### config.mk
export PLATFORM = sky130hd
export DESIGN_NAME = link_interrupt_event_lower_bits
export DESIGN_NICKNAME = d
export VERILOG_FILES = /design/src/link_irq_pkg.sv /design/src/link_interrupt_event_lower_bits.sv
export SDC_FILE = /design/constraint.sdc
export NUM_CORES = 1
export LEC_CHECK = 0
export BUFFER_PORTS_ARGS = -buffer_cell sky130_fd_sc_hd__buf_2
export CORE_AREA = 2 2 149 151
export CTS_CLUSTER_SIZE = 8
export DETAILED_ROUTE_END_ITERATION = 10
export DIE_AREA = 0 0 151 153
export PLACE_DENSITY = 0.55
export REMOVE_ABC_BUFFERS = 1
export SLEW_MARGIN = 15
export SYNTH_ARGS = -nofsm -noshare
export SYNTH_HDL_FRONTEND = slang
export SYNTH_SLANG_ARGS = --single-unit
### constraint.sdc
create_clock -name clk -period 3.85 [get_ports clk]
set_clock_uncertainty 0.05 [all_clocks]
set_input_delay 0.1925 -clock clk [delete_from_list [all_inputs] [get_ports clk]]
set_output_delay 0.1925 -clock clk [all_outputs]
set_load 0.05 [all_outputs]
### src/link_irq_pkg.sv
// Constants for the lower interrupt event bits of the link controller
package link_irq_pkg;
  localparam int ADDR_W = 8;
  localparam int DATA_W = 32;
  localparam int EVT_W = 21;
  localparam logic [7:0] EVT_SET_OFS = 8'h80;
  localparam logic [7:0] EVT_CLR_OFS = 8'h84;
  localparam int B_CYCLE = 20;
  localparam int B_PHY = 19;
  localparam int B_BUSRST = 17;
  localparam int B_SELFID = 16;
  localparam int B_LOCKERR = 9;
  localparam int B_PWERR = 8;
  localparam int B_ISORX = 7;
  localparam int B_ISOTX = 6;
  localparam int B_RESPONSE_PACKET_RECEIVED = 5;
  localparam int B_REQUEST_PACKET_RECEIVED = 4;
  localparam int B_DMA_LO = 0;
  localparam int DMA_N = 4;
  localparam int MASTER_EN_BIT = 31;
  // Bits that latch events; summaries and reserved positions excluded
  localparam logic [20:0] LATCH_MASK = 21'h1B033F;
  // Bits that read back; the rest are reserved and read zero
  localparam logic [20:0] READ_MASK = 21'h1B03FF;
  localparam logic [20:0] EVT_RESET = 21'h000000;
  localparam logic [47:0] PW_OFS_RESET = 48'h000000000000;
  localparam logic [15:0] PW_SRC_RESET = 16'h0000;
endpackage

### src/link_interrupt_event_lower_bits.sv
// Lower interrupt event register bits with set and clear register ports
//
// Overview of operation
// - Cycle event sets whenever the low bit of the cycle number toggles.
// - Physical-layer event sets on a PHY interrupt request in a status transfer.
// - Bus-reset event sets when the PHY reports entering bus reset.
// - Self-ID done event sets at end of initialization only when acceptance enabled.
// - Self-ID done event clears in the same cycle bus-reset event becomes set.
// - Host clears of bus-reset event are ignored during the self-ID phase.
// - Lock response error sets when lock response retries run out without completion.
// - Posted write error sets on host bus error; offset and source recorded.
// - Receive summary bit is read-only OR of receive events ANDed with mask.
// - Transmit summary bit is read-only OR of transmit events ANDed with mask.
// - Response packet event sets for every packet stored in a response buffer.
// - Request packet event sets for every packet stored in a request buffer.
// - Response buffer done sets on descriptor completion when its interrupt condition holds.
// - Request buffer done sets on descriptor completion when its interrupt condition holds.
// - Response transmit done sets on last-output completion with interrupt condition.
// - Request transmit done sets on last-output completion with interrupt condition.
// - Ones written at set address set bits, at clear address clear them.
// - Set address reads raw events; clear address reads events ANDed with mask.
// - Event bits other than the cycle and summary bits set on the rising edge of their source, not its level.
// - Interrupt request is high while the master enable bit and any event bit with its mask are set.
`timescale 1ns/10ps
`default_nettype none
module link_interrupt_event_lower_bits
  import link_irq_pkg::*;
(
  input wire logic clk,
  input wire logic rst,
  input wire logic [ADDR_W-1:0] regAddr,
  input wire logic regWrite,
  input wire logic regRead,
  input wire logic [DATA_W-1:0] regWdata,
  output logic [DATA_W-1:0] regRdata,
  output logic regRdataValid,
  input wire logic cycleNumberLsb,
  input wire logic phyStatusIrq,
  input wire logic phyBusResetState,
  input wire logic selfIdPhase,
  input wire logic selfIdStreamDone,
  input wire logic acceptSelfIdentEnable,
  input wire logic lockResponseFail,
  input wire logic postedWriteFail,
  input wire logic [47:0] postedWriteOffset,
  input wire logic [15:0] postedWriteSource,
  output logic [47:0] failedWriteOffset,
  output logic [15:0] failedWriteSource,
  input wire logic responsePacketStored,
  input wire logic requestPacketStored,
  input wire logic [DMA_N-1:0] dmaDone,
  input wire logic [DMA_N-1:0] dmaIntCond,
  input wire logic [DATA_W-1:0] isochReceiveContextEvents,
  input wire logic [DATA_W-1:0] isochReceiveContextMask,
  input wire logic [DATA_W-1:0] isochTransmitContextEvents,
  input wire logic [DATA_W-1:0] isochTransmitContextMask,
  input wire logic [DATA_W-1:0] interruptMaskRegister,
  input wire logic upperMaskedPending,
  output logic interruptRequest
);

  logic [EVT_W-1:0] eventBits;
  logic [EVT_W-1:0] srcNow;
  logic [EVT_W-1:0] srcPrev;
  logic [EVT_W-1:0] hwRise;
  logic [EVT_W-1:0] swSet;
  logic [EVT_W-1:0] swClr;
  logic [EVT_W-1:0] clrEff;
  logic [EVT_W-1:0] next_eventBits;
  logic [EVT_W-1:0] eventView;
  logic [EVT_W-1:0] maskLow;
  logic cyclePrev;
  logic busResetRises;
  logic rxSummary;
  logic txSummary;
  logic wrSet;
  logic wrClr;

  assign maskLow = interruptMaskRegister[EVT_W-1:0];
  assign wrSet = regWrite && (regAddr == EVT_SET_OFS);
  assign wrClr = regWrite && (regAddr == EVT_CLR_OFS);

  // Level view of every latched source except the cycle bit
  always_comb
  begin
    srcNow = '0;
    srcNow[B_PHY] = phyStatusIrq;
    srcNow[B_BUSRST] = phyBusResetState;
    // Self-ID gating
    // acceptance enable qualifies
    srcNow[B_SELFID] = selfIdStreamDone && acceptSelfIdentEnable;
    srcNow[B_LOCKERR] = lockResponseFail;
    srcNow[B_PWERR] = postedWriteFail;
    srcNow[B_RESPONSE_PACKET_RECEIVED] = responsePacketStored;
    srcNow[B_REQUEST_PACKET_RECEIVED] = requestPacketStored;
    srcNow[B_DMA_LO +: DMA_N] = dmaDone & dmaIntCond;
  end

  always_ff @(posedge clk or posedge rst)
  begin
    if (rst)
    begin
      srcPrev <= EVT_RESET;
      cyclePrev <= 1'b0;
    end
    else
    begin
      srcPrev <= srcNow;
      cyclePrev <= cycleNumberLsb;
    end
  end

  // Edge detection per bit; cycle bit reacts to either edge
  genvar gi;
  generate
    for (gi = 0; gi < EVT_W; gi++)
    begin : g_rise
      if (gi == B_CYCLE)
      begin : g_toggle
        assign hwRise[gi] = cycleNumberLsb ^ cyclePrev;
      end
      else
      begin : g_edge
        assign hwRise[gi] = srcNow[gi] & ~srcPrev[gi] & LATCH_MASK[gi];
      end
    end
  endgenerate

  // Host writes; reserved and summary positions never latch
  // set and clear ports
  assign swSet = wrSet ? (regWdata[EVT_W-1:0] & LATCH_MASK) : '0;
  assign swClr = wrClr ? (regWdata[EVT_W-1:0] & LATCH_MASK) : '0;

  always_comb
  begin
    clrEff = swClr;
    if (selfIdPhase)
    begin
      clrEff[B_BUSRST] = 1'b0;
    end
  end

  // Any cause that turns the bus-reset bit on also kills self-ID done
  assign busResetRises = (hwRise[B_BUSRST] || swSet[B_BUSRST]) && !eventBits[B_BUSRST];

  always_comb
  begin
    next_eventBits = ((eventBits & ~clrEff) | hwRise | swSet) & LATCH_MASK;
    // self-ID done cleared with bus reset
    if (busResetRises)
    begin
      next_eventBits[B_SELFID] = 1'b0;
    end
  end

  always_ff @(posedge clk or posedge rst)
  begin
    if (rst)
    begin
      eventBits <= EVT_RESET;
    end
    else
    begin
      eventBits <= next_eventBits;
    end
  end

  always_ff @(posedge clk or posedge rst)
  begin
    if (rst)
    begin
      failedWriteOffset <= PW_OFS_RESET;
      failedWriteSource <= PW_SRC_RESET;
    end
    else if (hwRise[B_PWERR])
    begin
      failedWriteOffset <= postedWriteOffset;
      failedWriteSource <= postedWriteSource;
    end
  end

  // Summaries are not latched; they follow the context registers live
  // unlatched summaries
  assign rxSummary = |(isochReceiveContextEvents & isochReceiveContextMask);
  assign txSummary = |(isochTransmitContextEvents & isochTransmitContextMask);

  always_comb
  begin
    eventView = eventBits & READ_MASK;
    eventView[B_ISORX] = rxSummary;
    eventView[B_ISOTX] = txSummary;
  end

  // Read data registered; answer one cycle after the strobe
  // raw or masked readback
  always_ff @(posedge clk or posedge rst)
  begin
    if (rst)
    begin
      regRdata <= '0;
      regRdataValid <= 1'b0;
    end
    else
    begin
      regRdataValid <= regRead;
      if (regRead && regAddr == EVT_SET_OFS)
      begin
        regRdata <= {{(DATA_W-EVT_W){1'b0}}, eventView};
      end
      else if (regRead && regAddr == EVT_CLR_OFS)
      begin
        regRdata <= {{(DATA_W-EVT_W){1'b0}}, eventView & maskLow};
      end
      else if (regRead)
      begin
        regRdata <= '0;
      end
    end
  end

  // Master enable lives in the mask register; it gates the pin only
  // masked request
  assign interruptRequest = interruptMaskRegister[MASTER_EN_BIT]
    && ((|(eventView & maskLow)) || upperMaskedPending);

  AST_CYCLE_SET: assert property (@(posedge clk) disable iff (rst)
    $changed(cycleNumberLsb) |=> eventBits[B_CYCLE])
    else $error("cycle event not set on toggle");

  AST_PHY_SET: assert property (@(posedge clk) disable iff (rst)
    $rose(phyStatusIrq) |=> eventBits[B_PHY])
    else $error("phy event not set");

  AST_BUSRST_SET: assert property (@(posedge clk) disable iff (rst)
    $rose(phyBusResetState) |=> eventBits[B_BUSRST])
    else $error("bus reset event not set");

  AST_SELFID_GATE: assert property (@(posedge clk) disable iff (rst)
    !acceptSelfIdentEnable && !eventBits[B_SELFID] && !swSet[B_SELFID]
    |=> !eventBits[B_SELFID])
    else $error("self-ID done set while acceptance disabled");

  AST_SELFID_CLR: assert property (@(posedge clk) disable iff (rst)
    $rose(eventBits[B_BUSRST]) |-> !eventBits[B_SELFID])
    else $error("self-ID done survived bus reset");

  AST_BUSRST_HOLD: assert property (@(posedge clk) disable iff (rst)
    eventBits[B_BUSRST] && selfIdPhase |=> eventBits[B_BUSRST])
    else $error("bus reset cleared during self-ID");

  AST_PW_RECORD: assert property (@(posedge clk) disable iff (rst)
    $rose(postedWriteFail) |=> eventBits[B_PWERR]
    && failedWriteOffset == $past(postedWriteOffset)
    && failedWriteSource == $past(postedWriteSource))
    else $error("posted write error not recorded");

  AST_ISO_RX: assert property (@(posedge clk) disable iff (rst)
    eventView[B_ISORX] == |(isochReceiveContextEvents & isochReceiveContextMask))
    else $error("receive summary wrong");

  AST_ISO_TX: assert property (@(posedge clk) disable iff (rst)
    eventView[B_ISOTX] == |(isochTransmitContextEvents & isochTransmitContextMask))
    else $error("transmit summary wrong");

  AST_SW_CLEAR: assert property (@(posedge clk) disable iff (rst)
    wrClr && regWdata[B_LOCKERR] && !hwRise[B_LOCKERR] |=> !eventBits[B_LOCKERR])
    else $error("clear write did not clear");

  AST_READ_MASKED: assert property (@(posedge clk) disable iff (rst)
    regRead && regAddr == EVT_CLR_OFS
    |=> regRdataValid && regRdata[EVT_W-1:0] == ($past(eventView) & $past(maskLow)))
    else $error("masked read wrong");

  AST_LEVEL_ONCE: assert property (@(posedge clk) disable iff (rst)
    !$past(rst) && responsePacketStored && $past(responsePacketStored) && !eventBits[B_RESPONSE_PACKET_RECEIVED]
    && !swSet[B_RESPONSE_PACKET_RECEIVED] |=> !eventBits[B_RESPONSE_PACKET_RECEIVED])
    else $error("held level set event again");

  AST_IRQ: assert property (@(posedge clk) disable iff (rst)
    interruptMaskRegister[MASTER_EN_BIT] && |(eventBits & maskLow) |-> interruptRequest)
    else $error("interrupt not raised");

  AST_RSVD_ZERO: assert property (@(posedge clk) disable iff (rst)
    regRdataValid |-> regRdata[DATA_W-1:EVT_W] == '0
    && (regRdata[EVT_W-1:0] & ~READ_MASK) == '0)
    else $error("reserved bits nonzero");

  AST_SET_WINS: assert property (@(posedge clk) disable iff (rst)
    $rose(requestPacketStored) && wrClr && regWdata[B_REQUEST_PACKET_RECEIVED] |=> eventBits[B_REQUEST_PACKET_RECEIVED])
    else $error("event lost to clear");

endmodule
`default_nettype wire

==> impl_metrics.py <==
metrics = {
    "status": {
        "status": "finished, final reports clean",
    },
    "worst_hold_path": {
        "hp-class": "input port to register",
        "min_from": "postedWriteOffset[32]",
    },
    "worst_setup_path": {
        "end_kind": "output port",
        "worstPathMaxFanout": 3,
        "crit-reg2reg-launch": "srcPrev[8]$_DFF_PP0_",
        "cp.required_ns": 3.61,
        "crit_type": "register to output port",
        "arrival_ns": 1.81,
        "crit_path_start_kind": "register",
        "startpoint": "eventBits[19]$_DFF_PP0_",
    },
    "floorplanning": {
        "core_area_sq_um": 21500,
        "fp.dieH_microns": 153,
        "io_pins": 385,
        "placementRows": 54,
        "die_w_microns": 151,
        "dieArea_sq_um": 23100,
        "start_util_pct": 21.4,
    },
    "logic_synthesis": {
        "ys_ff_latch": 103,
        "synth-simple-area-share_pct": 8.50,
        "yosysSeqAreaShare_pct": 56.1,
        "synth_compound_area_share_pct": 13.6,
        "ys_types": 36,
        "avgSynthCellArea_sq_um": 12.7,
        "synth_top_area_share_pct": 56.1,
        "synth_top_family_by_area": "multiplexers",
        "synth_area_leaders": "dfrtp_1 (56%), mux2_2 (16%), a22oi_1 (5.9%), buf_4 (2.9%), a221o_1 (2.2%)",
        "synthCells": 362,
        "syn_area_sq_um": 4590,
        "muxShareOfSynthArea_pct": 15.7,
        "yosysTopAreaCell": "dfrtp_1",
        "synthXorXnorAreaFrac_pct": 0.191,
        "yosysWarnings": 0,
        "synthAdderAreaFrac_pct": 0,
    },
    "detailed_routing": {
        "route.detailed.drc": 0,
        "routed_via_density": 4.33,
        "ant_nets": 0,
        "drt_pre_antenna_iters": 4,
        "vias": 4314,
        "drtIter0Drc": 139,
        "wl_microns": 17000,
        "wl_per_cell_microns": 17.0,
    },
    "finish": {
        "layout.nets": 998,
        "fillCellCount": 2221,
        "syn_to_final_growth_pct": 52.4,
        "drive_above_1_share_pct": 58.9,
        "utilization_pct": 32.6,
    },
    "grt": {
        "grt_pass1_vias": 4559,
        "grt_max_degree": 66,
        "overflow": 0,
        "grt_usage_pct": 14.3,
        "antenna_found_initial": 2,
        "grt_pass1_wl_microns": 24800,
    },
    "timing": {
        "worstMarginPinSlew_ns": 0.816,
        "fmax_ghz": 0.486,
        "post-route-min-period_ns": 2.06,
        "final_max_slew_viol_count": 0,
        "min_period_over_period_pct": 53.4,
        "hold_viol_final": 0,
        "maxSlewHeadroom_pct": 45.6,
        "rsz0062_at_grt": "no",
        "setup_violations": 0,
    },
    "clocking": {
        "cts_htree_levels": 3,
        "cts_made_buffers": 9,
        "cts-resized-gates": 0,
        "clock_latency_ns": 0.35,
        "cts.clk_slew.worst_paths_ns": 0.08,
        "cts_max_path_buffers": 2,
        "cts-root-buf": "clkbuf_16",
        "cts.sinks": 103,
        "cts_tree": "done",
    },
    "power_and_ir_drop": {
        "ir_worst_vdd_mv": 0.246,
        "power-per-cell-area_nw_per_um2": 436,
        "p_leak_nw": 3.43,
        "finalPower_mw": 3.05,
    },
    "run": {
        "maxCapViolations": 0,
    },
    "place": {
        "io_buffer_count": 329,
        "dpl.hpwl_microns": 13900,
        "place_congestion": 0.811,
    },
}
## stage by stage
stage / setup TNS, ns / setup slack (ns) / std cells / hold WS [ns] / cell area [sq um]
floorplan: -0.0809 / -0.00126 / 346 / 0.174 / 4450
global placement: 0 / 1.58 / 959 / 0.263 / 6490
detailed placement: 0 / 1.55 / 959 / 0.262 / 6490
CTS: 0 / 1.75 / 996 / 0.000178 / 7000
global route: 0 / 1.61 / 997 / 0.0000821 / 7000
finish: 0 / 1.79 / 997 / 0.0201 / 7000
## routing by layer
metal | wire length [microns] | vias to the layer above | global-route usage [%]
li1 | - | 2009 | -
met1 | 6080 | 2039 | 15.1
met2 | 8720 | 247 | 26.3
met3 | 1820 | 17 | 5.10
met4 | 327 | 2 | 4.32
met5 | 12 | - | 0
## final cells by class
| type | count | area (sq um) | area share, % |
|---|---|---|---|
| timing repair buffer | 354 | 1890 | 27.0 |
| clock buffer | 10 | 239 | 3.41 |
| inverter | 16 | 62.6 | 0.894 |
| multi-input combinational | 227 | 1820 | 26.0 |
| tap | 280 | 350 | 5.01 |
| antenna | 1 | 2.50 | 0.0358 |
| sequential | 103 | 2580 | 36.8 |
| clock inverter | 6 | 61.3 | 0.876 |
## state kept, by name, summed over array words and instances (netlist names)
name	cells
failedWriteOffset	48
failedWriteSource	16
regRdata	14
eventBits	12
srcPrev	11
cyclePrev	1
regRdataValid	1
## worst max-delay path, cell delays in order, from the launching register on
cell and delay (ns):
dfrtp_1 0.41, a222oi_1 0.39, nand3_1 0.11, o21ai_0 0.17, o221ai_1 0.12, buf_2 0.26
## synthesized netlist by cell type, drive strengths merged
cell type / instances
a2111oi: 6
xor2: 1
o22a: 1
clkbuf: 10
nor4b: 2
and2: 5
dfrtp: 103
a21oi: 10
conb: 1
buf: 23
nand3: 8
o2bb2ai: 6
nand2: 20
nor4: 4
and3b: 1
clkinv: 1
inv: 15
nand4: 8
o221ai: 1
a21boi: 1
o21ai: 8
nor2b: 10
o31ai: 2
a222oi: 1
or4b: 1
or2: 1
a221o: 10
a22oi: 36
or3b: 1
a22o: 1
mux2: 64
## logic make-up (layout without fill, tap and decap cells)
group / Yosys count / after routing
mux: 64 / 64
flops: 103 / 103
simple gates: 61 / 61
compound gates: 83 / 83
buf+inv: 49 / 386
xor+xnor: 1 / 1
other cells: 1 / 19
## cell usage in the layout, fill, tap and decap left out, types with 2 or more instances in the layout
cell and instances:
conb_1 18, nor4b_4 2, a22oi_1 36, buf_2 329, inv_6 2, dlygate4sd3_1 21, a221o_1 10, buf_4 4
nor2b_1 9, nand4_1 8, mux2_2 64, inv_8 2, clkbuf_16 9, a2111oi_0 6, dfrtp_1 103, o31ai_1 2
nand2_1 20, o2bb2ai_1 6, inv_1 14, o21ai_0 8, and2_1 5, nand3_1 8, nor4_1 2, a21oi_1 10
## path summary, 6_finish.rpt
kind                                                endpoint  slack [ns]  cells past startpoint
setup reg to reg            failedWriteOffset[5]$_DFFE_PP0P_        2.09                      3
setup / recovery                            interruptRequest        1.79                      5
hold reg to reg                      regRdata[7]$_DFFE_PP0P_        0.43                      2
hold / removal             failedWriteOffset[32]$_DFFE_PP0P_        0.02                      2
max in group asynchronous             eventBits[9]$_DFF_PP0_        2.44                      4
min in group asynchronous  failedWriteOffset[14]$_DFFE_PP0P_        0.43                      3
## report_power, final
group	total [mW]	leakage (nW)	internal, mW	switching [mW]
clock network	0.932	0.150	0.476	0.456
logic	0.877	2.07	0.281	0.596
registers	1.24	1.21	1.19	0.0539
## timing repair
item / in CTS / in global routing
setup buffers: 0 / 0
hold endpoints to repair: 71 / 0
hold buffers: 21 / 0
Power figures use the tool's default switching activity.
